`src/shared/rtwm_pkg.sv`:
```
// constants for the reload timer with guard (watchdog) mode
`default_nettype none
package rtwm_pkg;

  ////////////////////////////////////////////////////////////////////////////
  // bus geometry
  localparam int unsigned APB_ADDR_W = 12;
  localparam int unsigned APB_DATA_W = 32;

  // register byte offsets
  localparam logic [11:0] OFS_COUNT = 12'h000;
  localparam logic [11:0] OFS_RELOAD = 12'h004;
  localparam logic [11:0] OFS_CONTROL = 12'h008;

  ////////////////////////////////////////////////////////////////////////////
  // control register field positions
  localparam int unsigned CTL_SEL_LSB = 0;
  localparam int unsigned CTL_SEL_MSB = 2;
  localparam int unsigned CTL_RUN_BIT = 3;
  localparam int unsigned CTL_ONE_BIT = 4;
  localparam int unsigned CTL_GCNT_BIT = 5;
  localparam int unsigned CTL_NEXT_BIT = 6;
  localparam int unsigned CTL_MODE_BIT = 7;

  // control value after any system reset
  localparam logic [7:0] CTL_RESET = 8'h10;
  // counter and reload have no defined reset; zero is used
  localparam logic [7:0] CNT_RESET = 8'h00;

  ////////////////////////////////////////////////////////////////////////////
  // refresh codes, low nibble only
  localparam logic [3:0] CODE_START = 4'h3;
  localparam logic [3:0] CODE_ALT = 4'hC;

  // clock select codes and their divide masks
  localparam logic [2:0] SEL_DIV1 = 3'h0;
  localparam logic [2:0] SEL_DIV2 = 3'h1;
  localparam logic [2:0] SEL_DIV4 = 3'h2;
  localparam logic [2:0] SEL_DIV8 = 3'h3;
  localparam logic [2:0] SEL_DIV32 = 3'h4;
  localparam logic [2:0] SEL_DIV256 = 3'h5;
  localparam logic [7:0] MASK_DIV1 = 8'h00;
  localparam logic [7:0] MASK_DIV2 = 8'h01;
  localparam logic [7:0] MASK_DIV4 = 8'h03;
  localparam logic [7:0] MASK_DIV8 = 8'h07;
  localparam logic [7:0] MASK_DIV32 = 8'h1F;
  localparam logic [7:0] MASK_DIV256 = 8'hFF;

  // counter value that overflows on the next count
  localparam logic [7:0] CNT_TOP = 8'hFF;

  // operating modes
  typedef enum logic {
    RTWM_MODE_RELOAD,
    RTWM_MODE_GUARD
  } rtwm_mode_e;

endpackage
`default_nettype wire

```
`src/logic/rtwm_top.sv`:
```
// reload timer with guard mode, reached over apb
`default_nettype none

////////////////////////////////////////////////////////////////////////////
module rtwm_top
  import rtwm_pkg::*;
(
  // clock, reset, enable
  input wire logic clk,
  input wire logic srst,
  input wire logic ce,
  // apb slave
  input wire logic psel,
  input wire logic penable,
  input wire logic pwrite,
  input wire logic [rtwm_pkg::APB_ADDR_W-1:0] paddr,
  input wire logic [rtwm_pkg::APB_DATA_W-1:0] pwdata,
  input wire logic [3:0] pstrb,
  output logic [rtwm_pkg::APB_DATA_W-1:0] prdata,
  output logic pready,
  output logic pslverr,
  // time-base tick
  input wire logic time_base_clock,
  // events
  output logic overflow_irq_flag,
  output logic system_reset_req
);

  ////////////////////////////////////////////////////////////////////////////
  // state
  logic [7:0] timer_count_ff;
  logic [7:0] timer_reload_value_ff;
  logic [2:0] clock_select_ff;
  logic reload_run_ff;
  rtwm_mode_e mode_ff;
  logic guard_counting_ff;
  logic next_refresh_code_ff;
  logic pready_ff;
  logic pslverr_ff;
  logic [APB_DATA_W-1:0] prdata_ff;
  logic irq_ff;
  logic sysrst_ff;

  // decoded bus terms
  logic access;
  logic commit;
  logic wr_en;
  logic hit_count;
  logic hit_reload;
  logic hit_control;
  logic mapped;
  logic [7:0] wbyte;
  logic [APB_DATA_W-1:0] nxt_prdata;

  // timer terms
  logic count_tick;
  logic guard;
  logic counting;
  logic overflow;
  logic wr_count;
  logic wr_reload;
  logic wr_control;
  logic code_start;
  logic code_alt;
  logic refresh;
  logic [7:0] control_view;

  ////////////////////////////////////////////////////////////////////////////
  // count clock enable
  rtwm_prescaler u_prescaler (
    .clk(clk),
    .srst(srst),
    .ce(ce),
    .time_base_clock(time_base_clock),
    .clock_select(clock_select_ff),
    .count_tick(count_tick)
  );

  ////////////////////////////////////////////////////////////////////////////
  // apb decode
  // access phase lasts two cycles; the second one commits
  assign access = psel && penable;
  assign commit = access && pready_ff;
  assign wr_en = commit && pwrite && pstrb[0];
  assign wbyte = pwdata[7:0];

  // address matching, word aligned
  assign hit_count = (paddr == OFS_COUNT);
  assign hit_reload = (paddr == OFS_RELOAD);
  assign hit_control = (paddr == OFS_CONTROL);
  assign mapped = hit_count || hit_reload || hit_control;

  // write strobes per register
  assign wr_count = wr_en && hit_count;
  assign wr_reload = wr_en && hit_reload;
  assign wr_control = wr_en && hit_control;

  ////////////////////////////////////////////////////////////////////////////
  // timer control terms
  assign guard = (mode_ff == RTWM_MODE_GUARD);
  // reload mode runs on the run bit, guard mode after start
  assign counting = guard ? guard_counting_ff : reload_run_ff;
  assign overflow = counting && count_tick &&
                    (timer_count_ff == CNT_TOP);

  // refresh code recognition on count writes in guard mode
  assign code_start = (wbyte[3:0] == CODE_START);
  assign code_alt = (wbyte[3:0] == CODE_ALT);
  // expected code: flag low wants 3, flag high wants C
  assign refresh = guard && guard_counting_ff && wr_count &&
                   (next_refresh_code_ff ? code_alt : code_start);

  // control read view
  always_comb begin
    control_view = 8'h00;
    control_view[CTL_SEL_MSB:CTL_SEL_LSB] = clock_select_ff;
    control_view[CTL_RUN_BIT] = reload_run_ff;
    control_view[CTL_ONE_BIT] = 1'b1;
    control_view[CTL_GCNT_BIT] = guard && guard_counting_ff;
    control_view[CTL_NEXT_BIT] = guard && next_refresh_code_ff;
    control_view[CTL_MODE_BIT] = guard;
  end

  ////////////////////////////////////////////////////////////////////////////
  // apb handshake: pready rises in the second access cycle
  always_ff @(posedge clk) begin
    if (srst) begin
      pready_ff <= 1'b0;
    end else if (ce) begin
      pready_ff <= access && !pready_ff;
    end
  end

  // read data mux, live count included
  always_comb begin
    nxt_prdata = '0;
    if (hit_count) begin
      nxt_prdata[7:0] = timer_count_ff;
    end else if (hit_reload) begin
      nxt_prdata[7:0] = timer_reload_value_ff;
    end else if (hit_control) begin
      nxt_prdata[7:0] = control_view;
    end
  end

  // read data captured in the first access cycle
  always_ff @(posedge clk) begin
    if (srst) begin
      prdata_ff <= '0;
    end else if (ce && access && !pready_ff) begin
      prdata_ff <= pwrite ? '0 : nxt_prdata;
    end
  end

  // error for unmapped addresses, shown with pready
  always_ff @(posedge clk) begin
    if (srst) begin
      pslverr_ff <= 1'b0;
    end else if (ce) begin
      pslverr_ff <= access && !pready_ff && !mapped;
    end
  end

  ////////////////////////////////////////////////////////////////////////////
  // mode bit: set by a control write, cleared only by reset
  always_ff @(posedge clk) begin
    if (srst) begin
      mode_ff <= RTWM_MODE_RELOAD;
    end else if (ce && wr_control && wbyte[CTL_MODE_BIT]) begin
      mode_ff <= RTWM_MODE_GUARD;
    end
  end

  // clock select: frozen once guard mode is in force
  always_ff @(posedge clk) begin
    if (srst) begin
      clock_select_ff <= CTL_RESET[CTL_SEL_MSB:CTL_SEL_LSB];
    end else if (ce && wr_control && !guard) begin
      // same write may also set the mode bit
      clock_select_ff <= wbyte[CTL_SEL_MSB:CTL_SEL_LSB];
    end
  end

  // run bit: writable in both modes, steers only reload mode
  always_ff @(posedge clk) begin
    if (srst) begin
      reload_run_ff <= CTL_RESET[CTL_RUN_BIT];
    end else if (ce && wr_control) begin
      reload_run_ff <= wbyte[CTL_RUN_BIT];
    end
  end

  ////////////////////////////////////////////////////////////////////////////
  // guard start flag: first code-3 write in guard mode
  always_ff @(posedge clk) begin
    if (srst) begin
      guard_counting_ff <= CTL_RESET[CTL_GCNT_BIT];
    end else if (ce && guard && wr_count && code_start) begin
      guard_counting_ff <= 1'b1;
    end
  end

  // next expected code: after start expect C, then alternate
  always_ff @(posedge clk) begin
    if (srst) begin
      next_refresh_code_ff <= 1'b0;
    end else if (ce) begin
      if (guard && !guard_counting_ff && wr_count && code_start) begin
        next_refresh_code_ff <= 1'b1;
      end else if (refresh) begin
        next_refresh_code_ff <= !next_refresh_code_ff;
      end
    end
  end

  ////////////////////////////////////////////////////////////////////////////
  // reload register
  always_ff @(posedge clk) begin
    if (srst) begin
      timer_reload_value_ff <= CNT_RESET;
    end else if (ce && !guard) begin
      // guard mode makes it read-only
      if (wr_count) begin
        timer_reload_value_ff <= wbyte;
      end else if (wr_reload) begin
        timer_reload_value_ff <= wbyte;
      end
    end
  end

  // counter: software write, refresh, reload or increment
  always_ff @(posedge clk) begin
    if (srst) begin
      timer_count_ff <= CNT_RESET;
    end else if (ce) begin
      if (!guard && wr_count) begin
        // write wins over a same-cycle count
        timer_count_ff <= wbyte;
      end else if (refresh) begin
        timer_count_ff <= timer_reload_value_ff;
      end else if (overflow && !guard) begin
        timer_count_ff <= timer_reload_value_ff;
      end else if (counting && count_tick) begin
        // guard-mode count writes never land here
        timer_count_ff <= timer_count_ff + 8'h01;
      end
    end
  end

  ////////////////////////////////////////////////////////////////////////////
  // overflow events, one cycle each
  always_ff @(posedge clk) begin
    if (srst) begin
      irq_ff <= 1'b0;
    end else if (ce) begin
      irq_ff <= overflow && !guard;
    end else begin
      irq_ff <= 1'b0;
    end
  end

  // reset request in guard mode; refresh in same cycle saves it
  always_ff @(posedge clk) begin
    if (srst) begin
      sysrst_ff <= 1'b0;
    end else if (ce) begin
      sysrst_ff <= overflow && guard && !refresh;
    end else begin
      sysrst_ff <= 1'b0;
    end
  end

  ////////////////////////////////////////////////////////////////////////////
  // outputs, all from flip-flops
  assign prdata = prdata_ff;
  assign pready = pready_ff;
  assign pslverr = pslverr_ff; // set only in the cycle that pready stands
  assign overflow_irq_flag = irq_ff;
  assign system_reset_req = sysrst_ff;

endmodule
`default_nettype wire

```
`src/logic/rtwm_prescaler.sv`:
```
// count clock selector: divides the time-base tick by the chosen ratio
`default_nettype none
module rtwm_prescaler
  import rtwm_pkg::*;
(
  // clock, reset, enable
  input wire logic clk,
  input wire logic srst,
  input wire logic ce,
  // time-base tick and select
  input wire logic time_base_clock,
  input wire logic [2:0] clock_select,
  // one-cycle count enable
  output logic count_tick
);

  logic [7:0] div_ff;
  logic [7:0] mask;
  logic count_tick_ff;

  // divide mask per select code; prohibited codes never tick
  always_comb begin
    mask = MASK_DIV1;
    case (clock_select)
      SEL_DIV1: mask = MASK_DIV1;
      SEL_DIV2: mask = MASK_DIV2;
      SEL_DIV4: mask = MASK_DIV4;
      SEL_DIV8: mask = MASK_DIV8;
      SEL_DIV32: mask = MASK_DIV32;
      SEL_DIV256: mask = MASK_DIV256;
      default: mask = MASK_DIV1;
    endcase
  end

  // free-running divider of time-base ticks
  always_ff @(posedge clk) begin
    if (srst) begin
      div_ff <= 8'h00;
    end else if (ce && time_base_clock) begin
      div_ff <= div_ff + 8'h01;
    end
  end

  // tick when all masked divider bits are ones
  always_ff @(posedge clk) begin
    if (srst) begin
      count_tick_ff <= 1'b0;
    end else if (ce) begin
      count_tick_ff <= time_base_clock && ((div_ff & mask) == mask) &&
                       (clock_select <= SEL_DIV256);
    end
  end

  assign count_tick = count_tick_ff;

endmodule
`default_nettype wire

```
`config.mk`:
```
export PLATFORM = sky130hd
export DESIGN_NAME = rtwm_top
export DESIGN_NICKNAME = d
export VERILOG_FILES = /design/src/shared/rtwm_pkg.sv /design/src/logic/rtwm_top.sv /design/src/logic/rtwm_prescaler.sv
export SDC_FILE = /design/constraint.sdc
export NUM_CORES = 1
export LEC_CHECK = 0
export ABC_AREA = 1
export BUFFER_PORTS_ARGS = -buffer_cell sky130_fd_sc_hd__buf_2
export CORE_MARGIN = 3
export CORE_UTILIZATION = 50
export DETAILED_ROUTE_END_ITERATION = 12
export GPL_TIMING_DRIVEN = 0
export PLACE_DENSITY = 0.79
export SYNTH_ARGS = -nofsm -noshare
export SYNTH_HDL_FRONTEND = slang
export SYNTH_HIERARCHICAL = 1
export SYNTH_SLANG_ARGS = --single-unit
```
`constraint.sdc`:
```
create_clock -name clk -period 1.8 [get_ports clk]
set_input_delay 0.09 -clock clk [delete_from_list [all_inputs] [get_ports clk]]
set_output_delay 0.09 -clock clk [all_outputs]
set_load 0.03 [all_outputs]
```
After elaboration in Yosys (flattened, before gate mapping)
Index checks and enable logic that the tools add are counted.
{ "op_classes": {"n_addsub": 2, "n_mul": 0, "div": 0, "magnitude_cmp": 1, "eq_ne": 11, "shift": 0, "muxes": 15, "bitwise": 2, "n_reduce_logical": 50} }
{ "ops": {"columns": ["cell", "count"], "rows": [
  ["8-bit two-way mux", 10],
  ["8-bit one-hot mux with 5 select lines", 1],
  ["1-bit logical AND", 34],
  ["8-bit by 1-bit adder with 8-bit output (second input constant)", 2],
  ["12-bit by 3-bit == test with 1-bit output (second input constant)", 1],
  ["12-bit by 4-bit == test with 1-bit output (second input constant)", 1],
  ["12-bit zero test", 1],
  ["8-bit bitwise AND", 1],
  ["8-bit == test", 1],
  ["8-bit == test (second input constant)", 1],
  ["3-bit by 2-bit == test with 1-bit output (second input constant)", 2],
  ["3-bit == test (second input constant)", 2],
  ["1-bit zero test", 6],
  ["2-bit AND reduction", 3],
  ["4-bit by 2-bit == test with 1-bit output (second input constant)", 1],
  ["4-bit == test (second input constant)", 1],
  ["1-bit two-way mux", 4],
  ["2-bit nonzero test", 2],
  ["4-bit nonzero test", 1],
  ["3-bit by 1-bit == test with 1-bit output (second input constant)", 1],
  ["3-bit <= comparator (second input constant)", 1],
  ["1-bit logical OR", 2],
  ["2-bit OR reduction", 1],
  ["1-bit NOT", 1]
]} }
{ "totals": {"regBits": 68, "latch_bits": 0, "mem_bits_rw": 0, "romBits": 0, "input_bits": 55, "output_inout_bits": 36, "wordCells": 95, "mem_count": 0} }

Depth between registers and ports, before layout
Gate-level depths: netlist of run 1.
{ "logic_depth": {"depth_word": 9, "ltp_mapped": 14, "depth_no_buf": 13} }

Cells and area by module
The synthesis of run 1 kept the hierarchy.
{ "by_module_without_submodules": {"columns": ["module", "n_inst", "cells_each", "area_per_inst_um2", "seq_area_each_um2"], "rows": [
  ["rtwm_top", 1, 337, 2268.4, 700.7],
  ["rtwm_prescaler", 1, 76, 519.2, 180.2]
]} }

Least setup slack after synthesis of run 1
No wires, ideal clock.
{ "synth_timing": {"path_type": "register -> register", "start": "register pready_ff (netlist: pready)", "end": "register timer_count_ff[7]", "setup_ps": 115, "arrival_time_ps": 1623, "t_required_ps": 1685, "path_slack_ps": 63, "path_stages_with_launch": 13, "path_buffers": 1, "synth_period_minus_slack_ps": 1737, "cell_sequence": "dfxtp_1 -> nand3_1 -> nor2_4 -> inv_2 -> nor2_4 -> nand2_4 -> nand3_2 -> nand2_4 -> inv_2 -> buf_6 -> nand2_1 -> nor2_1 -> nor2_1"} }
{ "synth_between": {"elab_chain_len": 8, "word_cells_on_any_way": 11, "cone_classes": "2 x mux; 9 x reduce/logical"} }
{ "synth_lines": {"columns": ["item", "line", "source"], "rows": [
  ["from (decl)", "rtwm_top.sv:38", "logic pready_ff;"],
  ["from (signal assigned)", "rtwm_top.sv:130", "pready_ff <= access && !pready_ff;"],
  ["1-bit logical AND (*)", "rtwm_top.sv:83", "assign commit = access && pready_ff;"],
  ["1-bit logical AND (*) (2 in a row)", "rtwm_top.sv:84", "assign wr_en = commit && pwrite && pstrb[0];"],
  ["1-bit logical AND (*)", "rtwm_top.sv:94", "assign wr_count = wr_en && hit_count;"],
  ["1-bit logical AND (2 in a row)", "rtwm_top.sv:110", "assign refresh = guard && guard_counting_ff && wr_count &&"],
  ["4-bit nonzero test (no source line) or 8-bit two-way mux (tied branches)", null, null],
  ["2-bit AND reduction (no source line) or 8-bit two-way mux (tied branches)", null, null],
  ["to (signal assigned)", "rtwm_top.sv:238", "timer_count_ff <= wbyte;"],
  ["to (signal assigned)", "rtwm_top.sv:240", "timer_count_ff <= timer_reload_value_ff;"],
  ["to (signal assigned)", "rtwm_top.sv:242", "timer_count_ff <= timer_reload_value_ff;"],
  ["to (decl)", "rtwm_top.sv:31", "logic [7:0] timer_count_ff;"]
]} }
Mark *: on every way between the ends. The rest lies on a longest branch, timed or not.
A chain may end at the register's enable or synchronous reset.

Final worst setup path of run 1
{ "layout_timing": {"start": "register pready_ff (netlist: pready)", "end": "register timer_count_ff[3]"} }
Same word-level chain as after synthesis.

==> key figures, run 1 <==
Place
  – Placer Congestion: 0.936
  – Placed inst area: 3160 µm²
  – Detailed Place HPWL: 5.31 mm
  – Place WS: about 0.032 ns
  – PortBufs: 39

Setup path
  – Reg2Reg Setup Slack: 0.15 ns
  – Worst Reg-to-Reg Cells: 12
  – Capturing point of the worst reg2reg path: timer_count_ff[3]
  – Worst setup path start: pready
  – Crit path required time: 2.01 ns
  – Arrival time of the worst setup path: between 1.5 and 2 ns
  – Critical path class: flop to flop
  – Max Fanout on Critical Path: 10
  – Origin of the critical flop-to-flop path: pready
  – CP Capture Type: flop
  – CP Launch Type: flop

Layout
  – Layout Nets: around 540
  – Layout cells sized above 1: 0.241
  – Area Growth Syn to Fin: 18.5%
  – Finished Core Util: 0.631
  – Ant. Diodes: 0
  – Final instance area: 3300 µm²

Flow run
  – MaxCap Viol Count: 0

Clock tree
  – CTS Root Cell: clkbuf_8
  – Clk slew on worst S/H paths: 0.08 ns
  – CTS Buf Count: 5
  – CTS tree: built
  – Worst-Skew Late Latency: 0.30 ns
  – H-tree depth: 2
  – Max Buffers Root-to-Sink: 2
  – Clock sink count: 44

STA
  – Final setup viols: 0
  – Minimum clock period: roughly 1.7 ns
  – F_max: 605 MHz
  – Fin crit share: 0.919
  – Final Hold Slack: about 0.074 ns
  – Max Slew Vio Count: 0
  – Final hold vios: 0
  – Worst slew margin: 0.641
  – Clock skew: 0.00571 ns
  – Setup ws final: 0.146 ns
  – Actual slew at the worst max-slew pin: 0.539 ns

Route
  – DRC viols: 0
  – First-iteration detailed-routing DRC count: 168
  – Uppermost layer routed: met4
  – DR vias: 2,776
  – DR vias/cell: roughly 5
  – Met1 WL: 3.03 mm
  – Wirelength per Cell: around 12 µm
  – Final WL: a little under 7 mm
  – Routed Antenna Nets: 0
  – Drt pass-1 iters: 4
  – Met2 wire length: 3.36 mm
  – Metal3 WL: 404 µm

Power and ir drop
  – Sequential Power Share: 0.497
  – Leak Pwr: 1.52 nW
  – Switching power: 0.507 mW
  – Power share of the clock group: 0.383
  – Pwr dens: approximately 600 nW/µm²
  – Sw Ratio: 0.257
  – Gate power share: 0.120
  – Worst IR Drop VDD: 0.444 mV
  – Int Pwr: 1.47 mW

Synth
  – Synth area leader: dfxtp_1
  – Sequential area share after synthesis: 0.316
  – Avg Cell Area, Syn: a little under 7 µm²
  – Primary FF master, synth: dfxtp_1
  – Distinct cells, synth: 37
  – Number of synthesized register bits: 44
  – Synth warnings: 6
  – Area contributors post-synth: dfxtp_1 (32%), nand2_1 (12%), nand3_1 (7.0%)
  – FFs w/ async S/R, synth: 0
  – Post-synth EDFFs: 0
  – Synth top area share: 0.316
  – Post-synthesis instance total: roughly 410
  – Cell area after synthesis: about 2800 µm²
  – Top post-synthesis cells by count: nand2_1 (91), nor2_1 (52), dfxtp_1 (44)
  – Count leader, synth: nand2_1

Floorplanning
  – Die X: 80.7 µm
  – Row Count: 26
  – Starting Density: 0.532
  – Io pins: 91
  – Die height: 80.7 µm
  – Die ar.: 6510 µm²
  – Core area: 5240 µm²

Global route
  – First-pass GRT wire length: 11.2 mm
  – Total gr overflow: 0
  – Antenna violations before repair: 0
  – Vias in the first global route: 2,482
  – GR Util All Layers: 0.220
  – Pin count of the biggest net entering global routing: 14

Hold path
  – Hold Crit Start: pwdata[7]
  – Hold Crit Endpoint: guard
  – WHS Path Cells: 3
  – Min-Delay Path Class: input port to flop

Outcome
  – Status: finished, final reports clean
-- state kept, by name, indices dropped and copies added (netlist names) --
signal / flops
system_reset_req: 1
prdata: 8
guard_counting_ff: 1
guard: 1
u_prescaler/count_tick: 1
timer_count_ff: 8
clock_select_ff: 3
timer_reload_value_ff: 8
overflow_irq_flag: 1
next_refresh_code_ff: 1
u_prescaler/div_ff: 8
pready: 1
reload_run_ff: 1
pslverr: 1
-- worst max-delay path, cell delays in order, from the launching register on --
cell     delay (ns)
dfxtp_2        0.34
nand3_1        0.10
nor2_4         0.21
inv_2          0.07
nor2_4         0.14
nand2_4        0.10
nand3_2        0.10
nand2_4        0.08
inv_2          0.07
buf_6          0.13
nand2_1        0.05
nor2_1         0.12
nor2_1         0.05
-- power by group through the flow --
stage	logic (mW)	registers [mW]	clock network (mW)
5_1_grt	0.257	0.984	0.809
4_1_cts	0.233	0.983	0.770
3_5_place_dp	0.230	1.01	0
6_report	0.237	0.983	0.757
2_1_floorplan	0.166	1.01	0
3_3_place_gp	0.228	1.01	0
-- routing by layer --
| metal | track usage | up-vias |
|---|---|---|
| met1 | 0.281 | 1245 |
| met4 | 0.0895 | 0 |
| met2 | 0.364 | 87 |
| met3 | 0.0404 | 11 |
| met5 | 0 | - |
| li1 | - | 1433 |
-- cell type report --
class | count | area (µm²)
multi-input cells | 316 | 1620
flip-flops and latches | 44 | 886
fillers | 507 | 1930
plain buffers | 31 | 218
repair buffers | 41 | 213
inverters | 45 | 169
clock inverters | 2 | 35.0
well taps | 70 | 87.6
clock buffers | 6 | 72.6
-- layout by cell type, fill, tap and decap left out, types with 2 or more instances in the layout --
cell      count
nand4_1       3
inv_1        37
o211ai_1      4
conb_1       24
clkbuf_8      5
buf_2        42
nor3_2        2
nand2_2       7
nor2_4        9
o21ai_0      10
a21oi_1      27
nor2_1       51
xor2_1        4
nand3_1      38
buf_4        25
nand3_2       4
nand2_4       3
inv_2         7
o21ai_1       6
a211oi_1      8
nand2_1      89
ha_1          4
nor3_1       10
clkbuf_1      3
nor2_2        3
nand3b_1      2
dfxtp_2       4
dfxtp_1      40
-- how the worst max path moves through the flow --
stage / end / slack, ns
2_1_floorplan: timer_count_ff[7] / 0.06
3_3_place_gp: timer_count_ff[3] / 0.07
3_5_place_dp: timer_count_ff[3] / 0.03
4_1_cts: timer_count_ff[3] / 0.01
5_1_grt: timer_count_ff[3] / -0.02
6_report: timer_count_ff[3] / 0.15
-- cell families (layout without fill, tap and decap cells) --
logic type / count (synthesis) / after routing / synth area share
xor gates and xnor gates: 5 / 5 / 0.0157
DFF: 44 / 44 / 0.316
other: 1 / 24 / 0.00135
AOI/OAI and AO/OA: 59 / 59 / 0.120
buffers and inverters: 76 / 125 / 0.139
and+or+nand+nor: 224 / 224 / 0.390
adders and majority gates: 4 / 4 / 0.0180
-- stage by stage --
| step | setup TNS, ns | std cells | power [mW] |
|---|---|---|---|
| 2_1_floorplan | 0 | 436 | 1.17 |
| 3_5_place_dp | 0 | 545 | 1.24 |
| 4_1_cts | 0 | 554 | 1.99 |
| 5_1_grt | -0.0558 | 555 | 2.05 |
| 3_3_place_gp | 0 | 545 | 1.23 |
| 6_report | 0 | 555 | 1.98 |
-- what timing repair did --
action	in CTS	in global routing
setup buffers	0	1
hold buffers	1	0
gates resized for setup	1	8
pin swaps	0	3
setup endpoints to repair	1	8
hold endpoints to repair	1	0
(Power assumes the default switching activity.)
==> run 2: changes to the inputs <==
Settings changed: PLACE_DENSITY 0.79 to 0.8, SYNTH_HIERARCHICAL 1 to default.
==> key figures, run 2 <==
Outcome
  – Status: finished, final reports clean

Synth
  – Primary FF master, synth: dfxtp_1
  – Synth area leader: dfxtp_1
  – Area contributors post-synth: dfxtp_1 (34%), nand2_1 (11%), a21oi_1 (7.4%)
  – Avg Cell Area, Syn: 6.75 µm² (about the same)
  – Sequential area share after synthesis: 0.344 (+0.0284)
  – Count leader, synth: nand2_1
  – Distinct cells, synth: 36 (-2.7%)
  – Number of synthesized register bits: 44 (unchanged)
  – Synth top area share: 0.344 (+0.0284)
  – Cell area after synthesis: 2560 µm² (-8.3%)
  – Post-synthesis instance total: 379 (-8.2%)
  – Top post-synthesis cells by count: nand2_1 (77), dfxtp_1 (44), nor2_1 (42)
  – Synth warnings: 0 (-6)
  – FFs w/ async S/R, synth: 0 (unchanged)
  – Post-synth EDFFs: 0 (unchanged)

Layout
  – Most frequent cells in the layout: nand2_1 (78), nor2_1 (40), buf_2 (40), dfxtp_1 (40), a21oi_1 (37)
  – Layout Nets: 512 (-5.7%)
  – Layout cells sized above 1: 0.243 (+0.00218)
  – Area Growth Syn to Fin: 22.5%
  – Ant. Diodes: 0 (unchanged)
  – Non-Filler Instances: 523 (-5.8%)
  – Most common cell after layout, fill and taps aside: nand2_1
  – Finished Core Util: 0.646 (+0.0150)

Global route
  – First-pass GRT wire length: 10.8 mm (-4.0%)
  – Vias in the first global route: 2,306 (-7.1%)
  – GR Util All Layers: 0.227 (+0.00618)
  – Antenna violations before repair: 0 (unchanged)
  – Total gr overflow: 0 (unchanged)
  – Pin count of the biggest net entering global routing: 16 (+2)

Route
  – Final WL: 6.85 mm (-0.94%)
  – DR vias: 2,680 (-3.5%)
  – DRC viols: 0 (unchanged)
  – Routed Antenna Nets: 0 (unchanged)
  – DR vias/cell: 5.12 (+2.4%)
  – Met2 wire length: 3.20 mm (-4.9%)
  – Met1 WL: 2.83 mm (-6.8%)
  – Metal3 WL: 652 µm (+61%)
  – Uppermost layer routed: met4
  – Wirelength per Cell: 13.1 µm (+5.1%)
  – First-iteration detailed-routing DRC count: 245 (+46%)
  – Drt pass-1 iters: 5 (+1)

Clock tree
  – Max Buffers Root-to-Sink: 2 (unchanged)
  – Clk slew on worst S/H paths: 0.09 ns (about the same)
  – CTS Root Cell: clkbuf_8
  – Worst-Skew Late Latency: 0.32 ns (+0.02 ns)
  – CTS tree: built
  – Clock sink count: 44 (unchanged)
  – CTS Buf Count: 5 (unchanged)
  – H-tree depth: 2 (unchanged)

Floorplanning
  – Io pins: 91 (unchanged)
  – Die height: 77.5 µm (-3.9%)
  – Core area: 4850 µm² (-7.4%)
  – Starting Density: 0.527 (-0.00477)
  – Row Count: 25 (-3.8%)
  – Die ar.: 6010 µm² (-7.7%)
  – Die X: 77.5 µm (-3.9%)

STA
  – Final hold vios: 0 (unchanged)
  – Clock skew: 0.00429 ns (-0.00142 ns)
  – Fin crit share: 0.964 (+0.0453)
  – Max Slew Vio Count: 0 (unchanged)
  – Worst slew margin: 0.598 (-0.0426)
  – Minimum clock period: 1.74 ns (+0.0816 ns)
  – Actual slew at the worst max-slew pin: 0.599 ns (+0.0599 ns)
  – F_max: 576 MHz (-4.7%)
  – Final setup viols: 0 (unchanged)
  – RSZ-0062 raised after global routing: true

Setup path
  – Max Fanout on Critical Path: 5 (-5)
  – Crit path required time: 1.99 ns (-0.02 ns)
  – Worst Reg-to-Reg Cells: 10 (-2)
  – Arrival time of the worst setup path: 1.93 ns (+0.07 ns)
  – Origin of the critical flop-to-flop path: timer_count_ff[1]
  – CP Capture Type: flop
  – Critical path class: flop to flop
  – CP Launch Type: flop
  – Worst setup path start: timer_count_ff[1]

Flow run
  – MaxCap Viol Count: 0 (unchanged)

Power and ir drop
  – Leak Pwr: 1.38 nW (-9.3%)
  – Design Power: 2.02 mW (+2.0%)
  – Worst IR Drop VDD: 0.424 mV (-4.6%)
  – Pwr dens: 644 nW/µm² (+7.7%)

Place
  – Placer Congestion: 0.903 (-3.5%)
  – Placed Cells: 508 (-6.8%)
  – PortBufs: 39 (unchanged)
  – Detailed Place HPWL: 5.11 mm (-3.7%)

Hold path
  – Min-Delay Path Class: input port to flop
  – Hold Crit Start: pwdata[7]
  – WHS Path Cells: 3 (unchanged)
## run 2: changes by cell type in the layout (fill, tap and decap cells not counted), moves of 6 or more
cell     delta
nand3_1    -14
nand2_1    -11
o21ai_1     +6
a21oi_1    +10
nor2_1     -11
## run 2: area by class of cell
type                       count  area [µm²]
buffer                        32         223
clock buffer                   5        68.8
clock inverter                 3        46.3
fill                         455        1720
inverter                      44         166
multi-input combinational    283        1410
sequential                    44         888
tap                           67        83.8
timing repair buffer          45         243
## run 2: final timing paths
| check | to | slack [ns] |
|---|---|---|
| max | timer_count_ff[7] | 0.06 |
| min | guard | 0.04 |
| max reg2reg | timer_count_ff[7] | 0.06 |
| min reg2reg | prdata[6] | 0.47 |
## run 2: per-stage QoR
step                hold slack [ns]  cell area (µm²)  setup WS, ns  TNS [ns]
floorplan                     0.168             2640        0.0417         0
global placement              0.309             2920       -0.0493    -0.117
detailed placement            0.303             2920       -0.0868    -0.315
CTS                          0.0437             3090        0.0323         0
global route                 0.0316             3130       -0.0227   -0.0568
finish                       0.0408             3130        0.0645         0
## run 2: timing repair
item,CTS,global route
resized for setup,4,11
setup buffers,4,1
pin swaps,2,1
gates cloned,1,0
hold buffers,1,0
endpoints found under the setup margin,7,8
endpoints found under the hold margin,1,0
## run 2: metal layers
| metal | vias up | GRT usage |
|---|---|---|
| li1 | 1340 | - |
| met1 | 1184 | 0.279 |
| met2 | 137 | 0.379 |
| met3 | 19 | 0.0557 |
| met4 | 0 | 0.0890 |
| met5 | - | 0 |
## run 2: logic make-up after synthesis
kind of cell | synth area share
adders and majority gates | 0.00978
and+or+nand+nor | 0.294
buffers and inverters | 0.152
DFF | 0.344
xor gates and xnor gates | 0.0274
other | 0.00147
AOI/OAI and AO/OA | 0.171
## run 2: worst max-delay path, stage by stage (launching register included)
cell and delay (ns):
dfxtp_2 0.38, ha_2 0.20, nand3_1 0.14, inv_2 0.10, nand2_1 0.09, nor2_4 0.15
nand2_1 0.16, nand3_1 0.14, nand3_1 0.10, nand2_1 0.08, a21oi_1 0.05
## run 2: report_power, final
group	total [mW]	internal [mW]	switching [mW]
sequential	0.982	0.977	0.00489
combinational	0.222	0.0767	0.146
clock	0.813	0.419	0.394
total	2.02	1.47	0.545
